File: config.mk
export PLATFORM = sky130hd
export DESIGN_NAME = idpu_pointer_unit
export DESIGN_NICKNAME = d
export VERILOG_FILES = /design/src/rtl/idpu_pointer_unit.v
export VERILOG_INCLUDE_DIRS = /design/src /design/src/rtl
export SDC_FILE = /design/constraint.sdc
export NUM_CORES = 1
export LEC_CHECK = 0
export BUFFER_PORTS_ARGS = -buffer_cell sky130_fd_sc_hd__buf_2
export CAP_MARGIN = 20
export CORE_UTILIZATION = 60
export CTS_BUF_LIST = sky130_fd_sc_hd__clkbuf_2 sky130_fd_sc_hd__clkbuf_4 sky130_fd_sc_hd__clkbuf_8
export CTS_CLUSTER_SIZE = 10
export DETAILED_ROUTE_END_ITERATION = 8
export PLACE_DENSITY = 0.85
export SLEW_MARGIN = 20
export SYNTH_ARGS = -nofsm -noshare
export SYNTH_HDL_FRONTEND = slang
export SYNTH_SLANG_ARGS = --single-unit
File: constraint.sdc
create_clock -name i_core_clk -period 2.91 [get_ports i_core_clk]
set_clock_uncertainty 0.1 [all_clocks]
set_input_delay 0 -clock i_core_clk [delete_from_list [all_inputs] [get_ports i_core_clk]]
set_output_delay 0 -clock i_core_clk [all_outputs]
set_load 0.02 [all_outputs]
File: src/rtl/idpu_regs.vh
`ifndef IDPU_REGS_VH
`define IDPU_REGS_VH
// register indices on the plain register port (8-bit address)
`define IDPU_ADDR_W 8
`define IDPU_DATA_W 8
`define IDPU_PTR_W 12
`define IDPU_OFF_PTR0_LOW 8'h00
`define IDPU_OFF_PTR0_HIGH 8'h01
`define IDPU_OFF_ACCUM 8'h02
`define IDPU_OFF_PTR1_LOW 8'h03
`define IDPU_OFF_PTR1_HIGH 8'h04
`define IDPU_OFF_BANK_SEL 8'h05
`define IDPU_OFF_PTR2_LOW 8'h06
`define IDPU_OFF_PTR2_HIGH 8'h07
`define IDPU_OFF_FLAGS 8'h08
// virtual access addresses: base + 4*pointer + mode
`define IDPU_OFF_VIRT_BASE 8'h10
// upper nibble of the virtual window, and the window slot left unmapped
`define IDPU_VIRT_PAGE 4'h1
`define IDPU_VIRT_NONE 2'h3
`define IDPU_MODE_PLAIN 2'h0
`define IDPU_MODE_POSTINC 2'h1
`define IDPU_MODE_POSTDEC 2'h2
`define IDPU_MODE_PREINC 2'h3
// field layout
`define IDPU_HIGH_MASK 8'h0f
`define IDPU_BANK_MASK 8'h0f
`define IDPU_FLAGS_MASK 8'h1f
`define IDPU_RST_HIGH 4'h0
`define IDPU_RST_BANK 4'h0
`define IDPU_RST_PTR_LOW 8'h00
`define IDPU_RST_FLAGS 5'h00
`endif

File: src/rtl/idpu_pointer_unit.v
// Implementation choices: the plain strobed port and the register offsets.
`timescale 1ns/10ps
// Overview of operation
// - plain access uses pointer, pointer unchanged
// - post-increment uses pointer, then adds one
// - post-decrement uses pointer, then subtracts one
// - pre-increment adds one, uses new value
// - accumulator has no reset value
// - unimplemented bits read zero, ignore writes
`include "idpu_regs.vh"
module idpu_pointer_unit (
  input wire i_core_clk, // core clock, 20 MHz
  input wire i_rst, // synchronous reset, active high
  input wire [7:0] i_addr, // register index
  input wire [7:0] i_wdata, // write data
  input wire i_wr, // write strobe
  input wire i_rd, // read strobe
  output reg [7:0] o_rdata, // read data, cycle after read strobe
  input wire [7:0] i_mem_rdata, // data memory read data, combinational
  output reg [11:0] o_mem_addr, // data memory address
  output reg [7:0] o_mem_wdata, // data memory write data
  output reg o_mem_we, // data memory write pulse
  output reg [3:0] o_bank_sel, // bank select for direct addressing
  output reg [7:0] o_accum, // working accumulator
  output reg [4:0] o_flags // arithmetic flags
);
  // pointer storage: low byte plus four-bit high part each
  reg [7:0] ptr_low_q [0:2];
  reg [3:0] ptr_high_q [0:2];
  reg [7:0] accum_q;
  reg [3:0] bank_q;
  reg [4:0] flags_q;
  reg [7:0] accum_d;
  reg [3:0] bank_d;
  reg [4:0] flags_d;
  reg [7:0] rdata_d;
  reg [11:0] mem_addr_d;
  reg mem_we_d;
  reg virt_sel;
  reg virt_hit;
  reg [1:0] virt_ptr;
  reg [1:0] virt_mode;
  reg [11:0] cur_ptr;
  reg [11:0] next_ptr;
  reg [11:0] use_addr;
  reg [7:0] low_rd;
  reg [3:0] high_rd;

  // decode of the virtual access window; slot 3 stays unmapped because
  // the offset-by-accumulator access is not offered by this block
  always @* begin
    virt_sel = 1'b0;
    virt_ptr = i_addr[3:2];
    virt_mode = i_addr[1:0];
    if ((i_addr[7:4] == `IDPU_VIRT_PAGE) && (virt_ptr != `IDPU_VIRT_NONE)) begin
      virt_sel = 1'b1;
    end
    virt_hit = virt_sel & (i_wr | i_rd);
  end

  // current value of the pointer named by the window slot
  always @* begin
    cur_ptr = 12'h000;
    low_rd = 8'h00;
    high_rd = 4'h0;
    if (virt_ptr == 2'h0) begin
      low_rd = ptr_low_q[0];
      high_rd = ptr_high_q[0];
    end else if (virt_ptr == 2'h1) begin
      low_rd = ptr_low_q[1];
      high_rd = ptr_high_q[1];
    end else if (virt_ptr == 2'h2) begin
      low_rd = ptr_low_q[2];
      high_rd = ptr_high_q[2];
    end
    cur_ptr = {high_rd, low_rd};
    next_ptr = cur_ptr;
    use_addr = cur_ptr;
    // the sum is 12 bits wide, so carry and borrow cross the byte boundary
    case (virt_mode)
      `IDPU_MODE_PLAIN: begin
        next_ptr = cur_ptr;
      end
      `IDPU_MODE_POSTINC: begin
        next_ptr = cur_ptr + 12'h001;
      end
      `IDPU_MODE_POSTDEC: begin
        next_ptr = cur_ptr - 12'h001;
      end
      `IDPU_MODE_PREINC: begin
        next_ptr = cur_ptr + 12'h001;
        use_addr = next_ptr;
      end
      default: begin
        next_ptr = cur_ptr;
        use_addr = cur_ptr;
      end
    endcase
  end

  // limitation: o_mem_addr follows the access by one edge, so the memory
  // must answer a virtual read from its own copy of the pointed location
  // within the strobe cycle; the address then holds until the next access
  always @* begin
    mem_addr_d = o_mem_addr;
    mem_we_d = 1'b0;
    if (virt_hit) begin
      mem_addr_d = use_addr;
      mem_we_d = i_wr;
    end
  end

  // unmapped indices and bits above each field read as zero
  always @* begin
    rdata_d = 8'h00;
    if (virt_hit) begin
      rdata_d = i_mem_rdata;
    end else if (i_addr == `IDPU_OFF_PTR0_LOW) begin
      rdata_d = ptr_low_q[0];
    end else if (i_addr == `IDPU_OFF_PTR0_HIGH) begin
      rdata_d = {4'h0, ptr_high_q[0]};
    end else if (i_addr == `IDPU_OFF_ACCUM) begin
      rdata_d = accum_q;
    end else if (i_addr == `IDPU_OFF_PTR1_LOW) begin
      rdata_d = ptr_low_q[1];
    end else if (i_addr == `IDPU_OFF_PTR1_HIGH) begin
      rdata_d = {4'h0, ptr_high_q[1]};
    end else if (i_addr == `IDPU_OFF_BANK_SEL) begin
      rdata_d = {4'h0, bank_q};
    end else if (i_addr == `IDPU_OFF_PTR2_LOW) begin
      rdata_d = ptr_low_q[2];
    end else if (i_addr == `IDPU_OFF_PTR2_HIGH) begin
      rdata_d = {4'h0, ptr_high_q[2]};
    end else if (i_addr == `IDPU_OFF_FLAGS) begin
      rdata_d = {3'h0, flags_q};
    end
  end

  // the three pointers share one register shape
  genvar g;
  generate
    for (g = 0; g < 3; g = g + 1) begin : g_ptr
      // per-pointer register indices held at bus width, slot index at two bits, so every compare is exact
      localparam [1:0] PTR_IDX = (g == 0) ? 2'h0 : ((g == 1) ? 2'h1 : 2'h2);
      localparam [7:0] LOW_IDX = (g == 0) ? `IDPU_OFF_PTR0_LOW :
        ((g == 1) ? `IDPU_OFF_PTR1_LOW : `IDPU_OFF_PTR2_LOW);
      localparam [7:0] HIGH_IDX = (g == 0) ? `IDPU_OFF_PTR0_HIGH :
        ((g == 1) ? `IDPU_OFF_PTR1_HIGH : `IDPU_OFF_PTR2_HIGH);
      reg [7:0] low_d;
      reg [3:0] high_d;
      // a direct write racing an indirect access is dropped, not merged,
      // so the pointer never ends up half updated
      always @* begin
        low_d = ptr_low_q[g];
        high_d = ptr_high_q[g];
        if (virt_hit && (virt_ptr == PTR_IDX)) begin
          high_d = next_ptr[11:8];
          low_d = next_ptr[7:0];
        end else if (i_wr && (i_addr == LOW_IDX)) begin
          low_d = i_wdata;
        end else if (i_wr && (i_addr == HIGH_IDX)) begin
          high_d = i_wdata[3:0];
        end
      end
      always @(posedge i_core_clk) begin
        if (i_rst) begin
          ptr_high_q[g] <= `IDPU_RST_HIGH;
          ptr_low_q[g] <= `IDPU_RST_PTR_LOW;
        end else begin
          ptr_high_q[g] <= high_d;
          ptr_low_q[g] <= low_d;
        end
      end
    end
  endgenerate

  // direct register writes decode one index per cycle
  always @* begin
    accum_d = accum_q;
    bank_d = bank_q;
    flags_d = flags_q;
    if (!i_wr) begin
      accum_d = accum_q;
    end else if (i_addr == `IDPU_OFF_ACCUM) begin
      accum_d = i_wdata;
    end else if (i_addr == `IDPU_OFF_BANK_SEL) begin
      bank_d = i_wdata[3:0];
    end else if (i_addr == `IDPU_OFF_FLAGS) begin
      flags_d = i_wdata[4:0];
    end
  end

  // no reset branch: the accumulator is unknown until software loads it,
  // which saves reset fan-out on a register that code always writes first
  always @(posedge i_core_clk) begin
    accum_q <= accum_d;
    o_accum <= accum_q;
  end

  // every output is a flop so the core sees clean edges
  always @(posedge i_core_clk) begin
    if (i_rst) begin
      bank_q <= `IDPU_RST_BANK;
      flags_q <= `IDPU_RST_FLAGS;
      o_rdata <= 8'h00;
      o_mem_addr <= 12'h000;
      o_mem_wdata <= 8'h00;
      o_mem_we <= 1'b0;
      o_bank_sel <= `IDPU_RST_BANK;
      o_flags <= `IDPU_RST_FLAGS;
    end else begin
      bank_q <= bank_d;
      flags_q <= flags_d;
      // read data parks at zero outside its answer cycle
      o_rdata <= i_rd ? rdata_d : 8'h00;
      o_mem_addr <= mem_addr_d;
      o_mem_wdata <= i_wdata;
      o_mem_we <= mem_we_d;
      o_bank_sel <= bank_q;
      o_flags <= flags_q;
    end
  end
endmodule // idpu_pointer_unit

# Word level (Yosys, flattened, before mapping)
# Memories as Yosys holds them, arrays and structs flattened.
# Cells that the tools add are included.
[word_totals]
mem_count = 2
mem_bits_rw = 36
word_cells = 103
out_inout_bits = 46
in_bits = 28
register_bits = 63
[op_classes]
n_bitwise = 12
n_eq_ne = 15
add_sub_neg = 2
n_mux = 43
n_reduce_logical = 19
[memory_table]
columns = ["name", "depth", "width", "rd", "rd_clocked_by_memory_dff", "wr", "line_no", "rtl"]
rows = [
  ["ptr_low_q", 3, 8, 3, 0, 3, "idpu_pointer_unit.v:28", "reg [7:0] ptr_low_q [0:2];"],
  ["ptr_high_q", 3, 4, 3, 0, 3, "idpu_pointer_unit.v:29", "reg [3:0] ptr_high_q [0:2];"],
]
[ops]
columns = ["op", "n"]
rows = [
  ["two-way mux 8 bit", 20],
  ["two-way mux 4 bit", 15],
  ["one-hot mux 12 bit (3 select lines)", 1],
  ["equality test 8 x 3 -> 1 bit, second input constant", 4],
  ["equality test 8 x 2 -> 1 bit, second input constant", 2],
  ["adder 12 x 1 -> 12 bit, second input constant", 1],
  ["two-way mux 12 bit", 1],
  ["subtractor 12 x 1 -> 12 bit, second input constant", 1],
  ["logical AND 1 bit", 10],
  ["two-way mux 5 bit", 2],
  ["equality test 8 x 1 -> 1 bit, second input constant", 1],
  ["equality test 8 x 4 -> 1 bit, second input constant", 1],
  ["zero test 8 bit", 1],
  ["bitwise OR 1 bit", 7],
  ["equality test 2 bit, second input constant", 3],
  ["OR reduction 2 bit", 3],
  ["equality test 2 x 1 -> 1 bit, second input constant", 2],
  ["equality test 4 x 1 -> 1 bit, second input constant", 1],
  ["zero test 2 bit", 2],
  ["two-way mux 1 bit", 4],
  ["NOT 1 bit", 4],
  ["AND reduction 4 bit", 1],
  ["AND reduction 3 bit", 1],
  ["!= test 2 bit, second input constant", 1],
  ["2 further kinds", 2],
]

# Longest topological paths before layout
# Gate-level depths: netlist of run 1.
[logic_depth]
word_depth = 11
depth_mapped = 12
depth_no_buf = 10

# Worst setup path after synthesis of run 1
# OpenSTA, ideal clock, no wires.
[synth_path]
path_type = "register to register"
start = "mem ptr_low_q[1][0]"
end = "mem ptr_high_q[2][2]"
path_stages_with_launch = 10
required_ps = 2673
setup_ps = 137
t_arrival_ps = 1911
slack_ps = 763
path_buffers = 0
period_less_slack_ps = 2147
cell_sequence = "dfxtp_1 mux2i_1 nor2_1 a21oi_1 inv_2 ha_1 nand2_1 or4_1 a221oi_2 a211oi_1"
[synth_lines]
columns = ["item", "line_no"]
rows = [
  ["start: declaration", "idpu_pointer_unit.v:28"],
  ["end: declaration", "idpu_pointer_unit.v:29"],
]

==> impl_metrics.toml, run 1 <==
[sta]
relSlewSlack_pct = 50.0
rsz0062_at_grt = "false"
post-route-min-period_ns = 2.56
fin_setup_tns_ns = 0
slew_viol_final = 0
worst_pin_slew_ns = 0.749
hold_ws_ns = 0.0528
timing.fmax_mhz = 390
final.period_utilization_pct = 88.1
hold_viol_final = 0
setup_violations = 0

[drt]
drtPass1Iterations = 5
dr_total_vias = 5040
viasPerCell = 6.57
wl_per_cell_um = 20.8
drtAntennaViolNets = 0
drc_errors = 0
drt_iter0_drc = 625
wirelength_um = 15900

[synth]
ys_ff_latch = 99
async_flop_share_pct = 0
avgSynthCellArea_um2 = 9.03
synthCells = 575
synth_top_flop_cell = "dfxtp_1"
synth_nets = 605
synth_seq_area_share_pct = 39.7
syn_area_mm2 = 0.00519
synth_cell_types = 71
yosysWarningCount = 0
synth_edf_count = 8

[worst_setup_path]
cp-start-kind = "flip-flop"
worst_ep_arrival_time_ns = 2.71
path_class = "reg -> reg"
critPathMaxFanout = 7
cp.required_ns = 3.05
end_kind = "flip-flop"

[clock_network]
cts_root_buffer = "clkbuf_8"
cts_tree = "yes"
clockBufferDepth = 2
clk_pin_slew_worst_paths_ns = 0.10
cts_sinks = 99
cts.htree.levels = 3
cts_buffers = 9
clock_latency_ns = 0.38

[floorplan]
die-area_mm2 = 0.00903
io_pins = 74
row_count = 33
die_x_um = 95.0
coreArea_mm2 = 0.00830
initial_core_util_pct = 62.6
fp.dieH_um = 95.0

[layout]
layout-drive-gt1-share_pct = 22.7
utilization_pct = 73.0
nFillCells = 616
nNetsFinal = 687
area_growth_syn_to_layout_pct = 16.7
antenna_cells = 0

[grt]
grt_use_met1_pct = 46.2
grt_usage_pct = 37.0
antenna_found_initial = 0
grt_start_max_net_pins = 66
grt_pass1_vias = 4719
met3_usage_pct = 8.69
grt_pass1_wl_um = 25100
grt-busiest-layer = "met2"
grt_overflow_total = 0
met2_usage_pct = 59.3

[pwr]
total_power_mw = 2.61
power.leakage_nw = 2.43
power_density_mw_per_mm2 = 431
ir_worst_vdd_uv = 228

[min_path]
min_path_type = "in -> reg"

[placed_design]
io_buffers = 73
place_congestion = 1.02
dpl.hpwl_um = 11300

[job]
maxCapViolations = 0

[run_status]
status = "complete, no violations"
-- where the power goes --
group          switching, mW  internal (mW)  total [mW]
Sequential           0.00785           1.38        1.39
Combinational          0.163         0.0942       0.257
Clock                  0.542          0.423       0.965
Total                  0.712           1.90        2.61
-- worst paths after layout --
check / slack (ns) / from / cells after the start / endpoint
setup / recovery: 0.35 / ptr_low_q[1][0] / 9 / ptr_high_q[2][2]
hold / removal: 0.05 / i_rd / 3 / o_rdata[6]
setup reg to reg: 0.35 / ptr_low_q[1][0] / 9 / ptr_high_q[2][2]
hold reg to reg: 0.29 / accum_q[0] / 0 / o_accum[0]
-- layout by cell type, fill, tap and decap left out, types with 10 or more instances in the layout --
| cell | count |
|---|---|
| dfxtp_1 | 91 |
| buf_2 | 73 |
| nor2_1 | 56 |
| nand2_1 | 43 |
| a21oi_1 | 41 |
| mux2i_1 | 32 |
| buf_4 | 24 |
| nand3_1 | 20 |
| nor2b_1 | 18 |
| dlygate4sd3_1 | 18 |
| a22oi_1 | 15 |
| mux2_2 | 14 |
| o21ai_1 | 12 |
| o22ai_1 | 12 |
| mux2_1 | 11 |
| o21ai_0 | 10 |
| xnor2_1 | 10 |
| a311oi_1 | 10 |
-- worst max-delay path, stage by stage, from the launching register on --
cell	delay, ns
dfxtp_1	0.41
mux2i_1	0.10
nor2_1	0.14
a21oi_1	0.10
inv_2	0.16
ha_1	0.26
nand2_1	0.13
or4_1	0.58
a221oi_2	0.34
a211oi_1	0.12
-- sequential cells by signal, summed over array words and instances, names as in the netlist --
name / cells
ptr_low_q: 24
o_mem_addr: 12
ptr_high_q: 12
accum_q: 8
o_accum: 8
o_mem_wdata: 8
o_rdata: 8
flags_q: 5
o_flags: 5
bank_q: 4
o_bank_sel: 4
o_mem_we: 1
-- per-stage QoR --
stage | instances | setup slack, ns | cell area, um2
floorplan | 575 | 0.763 | 5190
global placement | 733 | 0.452 | 5670
detailed placement | 733 | 0.390 | 5670
CTS | 767 | 0.410 | 6060
global route | 767 | 0.220 | 6060
finish | 767 | 0.346 | 6060
-- metal layers --
layer / vias up / share of wire [%]
met5: - / 0
met4: 0 / 5.0
met3: 77 / 9.6
met2: 332 / 46
met1: 2329 / 39
li1: 2302 / -
-- cells by family after synthesis --
| family | synth area share, % |
|---|---|
| AO/OA/AOI/OAI | 21.5 |
| XOR/XNOR | 1.86 |
| adder cells (fa/ha/maj) | 0.482 |
| buffers and inverters | 4.34 |
| flip-flops | 39.7 |
| multiplexers | 11.6 |
| AND/OR/NAND/NOR | 20.6 |
-- Yosys cell counts (5+ instances only) --
master | number | area, um2
dfxtp_1 | 91 | 1820
nor2_1 | 56 | 210
nand2_1 | 43 | 161
a21oi_1 | 41 | 205
mux2i_1 | 32 | 320
clkbuf_1 | 30 | 113
nand3_1 | 20 | 100
nor2b_1 | 18 | 113
a22oi_1 | 15 | 113
mux2_2 | 14 | 158
o21ai_1 | 12 | 60.1
o22ai_1 | 12 | 75.1
mux2_1 | 11 | 124
a311oi_1 | 10 | 87.6
o21ai_0 | 10 | 50.1
xnor2_1 | 10 | 87.6
a211oi_1 | 9 | 67.6
nor3_1 | 9 | 45.0
edfxtp_1 | 8 | 240
nand4_1 | 7 | 43.8
or3_1 | 7 | 43.8
a32oi_1 | 6 | 52.6
buf_2 | 6 | 30.0
nor4_1 | 6 | 37.5
nand2b_1 | 5 | 31.3
-- repair_timing --
| action | in CTS | in global routing |
|---|---|---|
| setup buffers | 0 | 0 |
| hold buffers | 18 | 0 |
| hold endpoints to repair | 50 | 0 |
| gates resized for setup | 0 | 0 |
| endpoints found under the setup margin | 0 | 0 |
-- final cells by class --
cell class	instances	area (um2)	area share, %
Clock buffer	9	124	2.04
Multi-Input combinational cell	426	2900	47.9
Timing Repair Buffer	115	726	12.0
Clock inverter	7	90.1	1.49
Sequential cell	99	2060	34.0
Inverter	6	22.5	0.372
Tap cell	105	131	2.17
Power figures use the tool's default switching activity.
==> inputs of run 2 (changes only) <==
--- a/config.mk
+++ b/config.mk
@@ -8,11 +8,11 @@
 export LEC_CHECK = 0
 export BUFFER_PORTS_ARGS = -buffer_cell sky130_fd_sc_hd__buf_2
 export CAP_MARGIN = 20
-export CORE_UTILIZATION = 60
+export CORE_UTILIZATION = 43
 export CTS_BUF_LIST = sky130_fd_sc_hd__clkbuf_2 sky130_fd_sc_hd__clkbuf_4 sky130_fd_sc_hd__clkbuf_8
 export CTS_CLUSTER_SIZE = 10
 export DETAILED_ROUTE_END_ITERATION = 8
-export PLACE_DENSITY = 0.85
+export PLACE_DENSITY = 0.65
 export SLEW_MARGIN = 20
 export SYNTH_ARGS = -nofsm -noshare
 export SYNTH_HDL_FRONTEND = slang
==> run 2 against run 1 <==
The flow now finishes with violations (DRC). Sequential cell count unchanged. Sequential power is essentially flat. Maximum frequency grew 1.0%. Clock-buffer cell count increased by 2. Combinational power grew 2%. Non-clock buffer count grew 2. Worst setup slack gained 0.026 ns. Design area increased by 0.66%. Clock power is 11% lower. Highest routed layer unchanged.
==> impl_metrics.toml, run 2 (synthesis results as in run 1) <==
[layout]
layout-drive-gt1-share_pct = 23.0
final_common_cell = "dfxtp_1"
antenna_cells = 0
nFillCells = 1136
nNetsFinal = 689
largest_register_ffs = 24
mostFrequentLayoutCells = "91 x dfxtp_1, 73 x buf_2, 56 x nor2_1, 43 x nand2_1, 41 x a21oi_1"
largest_register = "ptr_low_q"
reg_top3 = "ptr_low_q: 24 flops, o_mem_addr: 12 flops, ptr_high_q: 12 flops"
area_growth_syn_to_layout_pct = 17.5
utilization_pct = 52.5

[pwr]
switching_share_pct = 27.2
comb_power_share_pct = 10.4
ir_worst_vdd_uv = 186
power.leakage_nw = 2.43
power_density_mw_per_mm2 = 412
internal_power_mw = 1.83
p_clk_share_pct = 34.2
switchingPower_mw = 0.684
p_seq_share_pct = 55.3

[sta]
hold_ws_ns = 0.0326
post-route-min-period_ns = 2.54
worst_pin_slew_ns = 0.804
relSlewSlack_pct = 46.2
final.period_utilization_pct = 87.2
slew_viol_final = 0
setup_violations = 0
hold_viol_final = 0
fin_setup_tns_ns = 0
rsz0062_at_grt = "false"
timing.fmax_mhz = 394

[drt]
drt_iter0_drc = 420
wl_per_cell_um = 20.5
drtPass1Iterations = 9
drtAntennaViolNets = 0
drc_errors = 12
wirelength_um = 16500
dr_total_vias = 4876
viasPerCell = 6.04

[floorplan]
fp.dieH_um = 112
die_x_um = 112
coreArea_mm2 = 0.0116
die-area_mm2 = 0.0125
io_pins = 74
initial_core_util_pct = 44.7
row_count = 39

[worst_setup_path]
cp-start-kind = "flip-flop"
path_class = "reg -> reg"
critical_path.slowest_cell = "or4_1"
max_stage_delay_ns = 0.59
critPathMaxFanout = 7
end_kind = "flip-flop"
path_cells = "mux2i_1 > nor2_1 > a21oi_2 > inv_2 > ha_1 > nand2_1 > or4_1 > a221oi_2 > a211oi_1"
cp.required_ns = 3.05
worst_ep_arrival_time_ns = 2.68

[placed_design]
place_congestion = 0.966
dpl.hpwl_um = 12000
io_buffers = 73

[clock_network]
ctsResizeCount = 0
clockBufferDepth = 2
cts.htree.levels = 3
clock_latency_ns = 0.38
cts_sinks = 99
cts_buffers = 9
cts_root_buffer = "clkbuf_8"
cts_tree = "yes"
clk_pin_slew_worst_paths_ns = 0.10

[job]
maxCapViolations = 0

[grt]
grt_pass1_vias = 4613
antenna_found_initial = 0
grt_start_max_net_pins = 40
grt_pass1_wl_um = 25700
grt_overflow_total = 0
grt_usage_pct = 27.0

[min_path]
min_path_type = "in -> reg"

[run_status]
violations = "DRC"
status = "finished with violations"
==> run 2: routing by layer <==
metal,vias to the layer above,track usage [%],routed length [um]
met2,228,43.0,7710
met5,-,0,0
met4,0,13.8,611
met3,43,5.72,1290
li1,2301,-,-
met1,2304,34.4,6920
==> run 2: per-stage QoR <==
stage	instance area (um2)	power [mW]	worst slack, ns	std cells
floorplan	5190	1.58	0.763	575
global route	6100	2.60	0.235	807
finish	6100	2.51	0.372	807
CTS	6100	2.52	0.436	807
global placement	5750	1.66	0.342	774
detailed placement	5750	1.66	0.337	774
==> run 2: what timing repair did <==
item | 4_1_cts | 5_1_grt
hold endpoints to repair | 48 | 0
hold buffers | 17 | 0
setup buffers | 0 | 0
==> run 2: critical path: cells and delay by family, from the launching register on <==
| family | cells | cell delay [ns] |
|---|---|---|
| fa+ha+maj | 1 | 0.20 |
| simple gates | 3 | 0.84 |
| compound gates | 3 | 0.55 |
| mux | 1 | 0.11 |
| flops | 1 | 0.47 |
| buf+inv | 1 | 0.13 |
==> run 2: final cells by class <==
type	count	area (um2)	share of cell area (%)
multi-input combinational	426	2900	47.6
sequential	99	2060	33.8
clock buffer	11	145	2.38
inverter	6	22.5	0.369
clock inverter	5	36.3	0.595
timing repair buffer	117	751	12.3
tap	143	179	2.93
==> run 2: power groups by stage <==
stage                     sequential (mW)  combinational (mW)  clock, mW
after global placement               1.42               0.239          0
after CTS                            1.39               0.257      0.871
final                                1.39               0.262      0.860
after detailed placement             1.42               0.239          0
after global routing                 1.39               0.280      0.927
after floorplan                      1.43               0.146          0
==> run 2: path summary, 6_finish.rpt <==
path	cells after the start	startpoint	endpoint	slack, ns
worst min-delay path	3	i_rd	o_rdata[3]	0.03
worst min register to register	0	accum_q[1]	o_accum[1]	0.30
worst max register to register	9	ptr_low_q[1][1]	ptr_high_q[2][2]	0.37
worst max-delay path	9	ptr_low_q[1][1]	ptr_high_q[2][2]	0.37
==> inputs of run 3 (changes only) <==
--- a/config.mk
+++ b/config.mk
@@ -13,6 +13,7 @@
 export CTS_CLUSTER_SIZE = 10
 export DETAILED_ROUTE_END_ITERATION = 8
 export PLACE_DENSITY = 0.65
+export SETUP_SLACK_MARGIN = 0.5
 export SLEW_MARGIN = 20
 export SYNTH_ARGS = -nofsm -noshare
 export SYNTH_HDL_FRONTEND = slang
==> run 3 against run 2 <==
The run still ends with DRC left. Worst hold slack better by 0.0053 ns. Power is 0.11% higher. Sequential power hardly changed. Global-route usage stayed put. First-iteration DRC count is 1.2% higher. Worst setup slack better by 0.16 ns. Critical path type unchanged. Largest cell class unchanged. Highest routed layer unchanged.
==> impl_metrics.toml, run 3 (synthesis results as in run 1) <==
[layout]
final_common_cell = "dfxtp_1"
largest_register_ffs = 24
largest_register = "ptr_low_q"
mostFrequentLayoutCells = "90 x dfxtp_1, 73 x buf_2, 56 x nor2_1, 43 x nand2_1, 40 x a21oi_1"
layout-drive-gt1-share_pct = 26.6
nNetsFinal = 698
antenna_cells = 0
utilization_pct = 54.1
area_growth_syn_to_layout_pct = 20.9
reg_top3 = "ptr_low_q: 24 flops, o_mem_addr: 12 flops, ptr_high_q: 12 flops"

[placed_design]
dpl.hpwl_um = 12000
place_congestion = 0.966
io_buffers = 73

[sta]
hold_viol_final = 0
slew_viol_final = 0
worst_pin_slew_ns = 0.803
timing.fmax_mhz = 420
setup_violations = 0
fin_setup_tns_ns = 0
post-route-min-period_ns = 2.38
final.period_utilization_pct = 81.8
relSlewSlack_pct = 46.3
rsz0062_at_grt = "true"

[pwr]
power_density_mw_per_mm2 = 401
power.leakage_nw = 2.50
ir_worst_vdd_uv = 187

[worst_setup_path]
cp-start-kind = "flip-flop"
critical_path.slowest_cell = "or4_4"
path_class = "reg -> reg"
path_cells = "mux2i_1 > o2bb2ai_2 > nand2_1 > or4_4 > a221oi_4 > a211oi_1"
crit_start = "ptr_low_q[0][7]"
r2r_start = "ptr_low_q[0][7]"
r2r_cells = 6
r2r_end = "ptr_high_q[2][2]"
end_kind = "flip-flop"
worst_ep_arrival_time_ns = 2.51
crit_buf_inv = 0
r2r_slack_ns = 0.53
cp.required_ns = 3.04
critPathMaxFanout = 8
path_delay_family = "compound AO/OA/AOI/OAI gates"
max_stage_delay_ns = 0.47

[floorplan]
fp.dieH_um = 112
io_pins = 74
initial_core_util_pct = 44.7
die_x_um = 112
die-area_mm2 = 0.0125
coreArea_mm2 = 0.0116
row_count = 39

[job]
maxCapViolations = 0

[min_path]
min_path_type = "in -> reg"
whs_path_depth = 3
min-delay-start = "i_rd"
hold_path_end = "o_rdata[3]"

[grt]
grt_pass1_wl_um = 25700
antenna_found_initial = 0
grt_overflow_total = 0
grt_usage_pct = 27.0
grt_pass1_vias = 4617
grt_start_max_net_pins = 40

[run_status]
violations = "DRC"
status = "finished with violations"

[clock_network]
clk_pin_slew_worst_paths_ns = 0.10
cts_root_buffer = "clkbuf_8"
cts.htree.levels = 3
cts_tree = "yes"
clock_latency_ns = 0.38
clockBufferDepth = 2
cts_sinks = 99
cts_buffers = 9

[drt]
drtAntennaViolNets = 0
drc_errors = 13
wirelength_um = 16700
dr_total_vias = 4918
wl_per_cell_um = 20.4
drtPass1Iterations = 9
viasPerCell = 6.03
drt_iter0_drc = 425
==> run 3: worst max path at each step <==
stage | end | slack, ns | cells past startpoint
2_1_floorplan | ptr_high_q[2][2] | 0.76 | 9
3_3_place_gp | ptr_low_q[2][6] | 0.34 | 10
3_5_place_dp | ptr_high_q[0][0] | 0.34 | 10
4_1_cts | ptr_high_q[2][2] | 0.52 | 6
5_1_grt | ptr_high_q[0][1] | 0.38 | 7
6_report | ptr_high_q[2][2] | 0.53 | 6
==> run 3: power by group <==
group | internal [mW] | total [mW] | switching, mW
logic | 0.102 | 0.273 | 0.171
clock network | 0.349 | 0.852 | 0.503
registers | 1.38 | 1.39 | 0.00745
total | 1.83 | 2.52 | 0.681
==> run 3: what timing repair did <==
item	in CTS	in global routing
setup endpoints to repair	3	17
gates resized for setup	1	20
buffers inserted	1	8
pin swaps	1	7
hold buffers	17	0
endpoints found under the hold margin	48	0
==> run 3: tightest hold or removal path, delay by kind of cell <==
kind                   cells  cell delay (ns)
and+or+nand+nor            1             0.29
buffers and inverters      1             0.12
AOI/OAI and AO/OA          1             0.07
==> run 3: final cells by class <==
| class | count | area, um2 |
|---|---|---|
| multi-input cells | 426 | 3010 |
| flip-flops and latches | 99 | 2070 |
| well taps | 143 | 179 |
| clock inverters | 5 | 36.3 |
| inverters | 6 | 22.5 |
| repair buffers | 126 | 818 |
| clock buffers | 11 | 145 |
| fillers | 1116 | 5340 |
==> run 3: layer usage <==
metal  wire, um  track usage, %  vias to the layer above
met3       1260            5.72                       46
met4        596            13.8                        0
met2       7840            43.0                      241
li1           -               -                     2320
met1       6970            34.4                     2311
met5          0               0                        -
==> run 3: through the flow <==
stage | power (mW) | setup slack, ns | instances | cell area, um2 | hold WS [ns]
floorplan | 1.58 | 0.763 | 575 | 5190 | -0.00113
global placement | 1.66 | 0.342 | 774 | 5750 | 0.134
detailed placement | 1.66 | 0.337 | 774 | 5750 | 0.141
CTS | 2.52 | 0.515 | 808 | 6110 | 0.00785
global route | 2.61 | 0.384 | 816 | 6280 | 0.0719
finish | 2.52 | 0.529 | 816 | 6280 | 0.0379
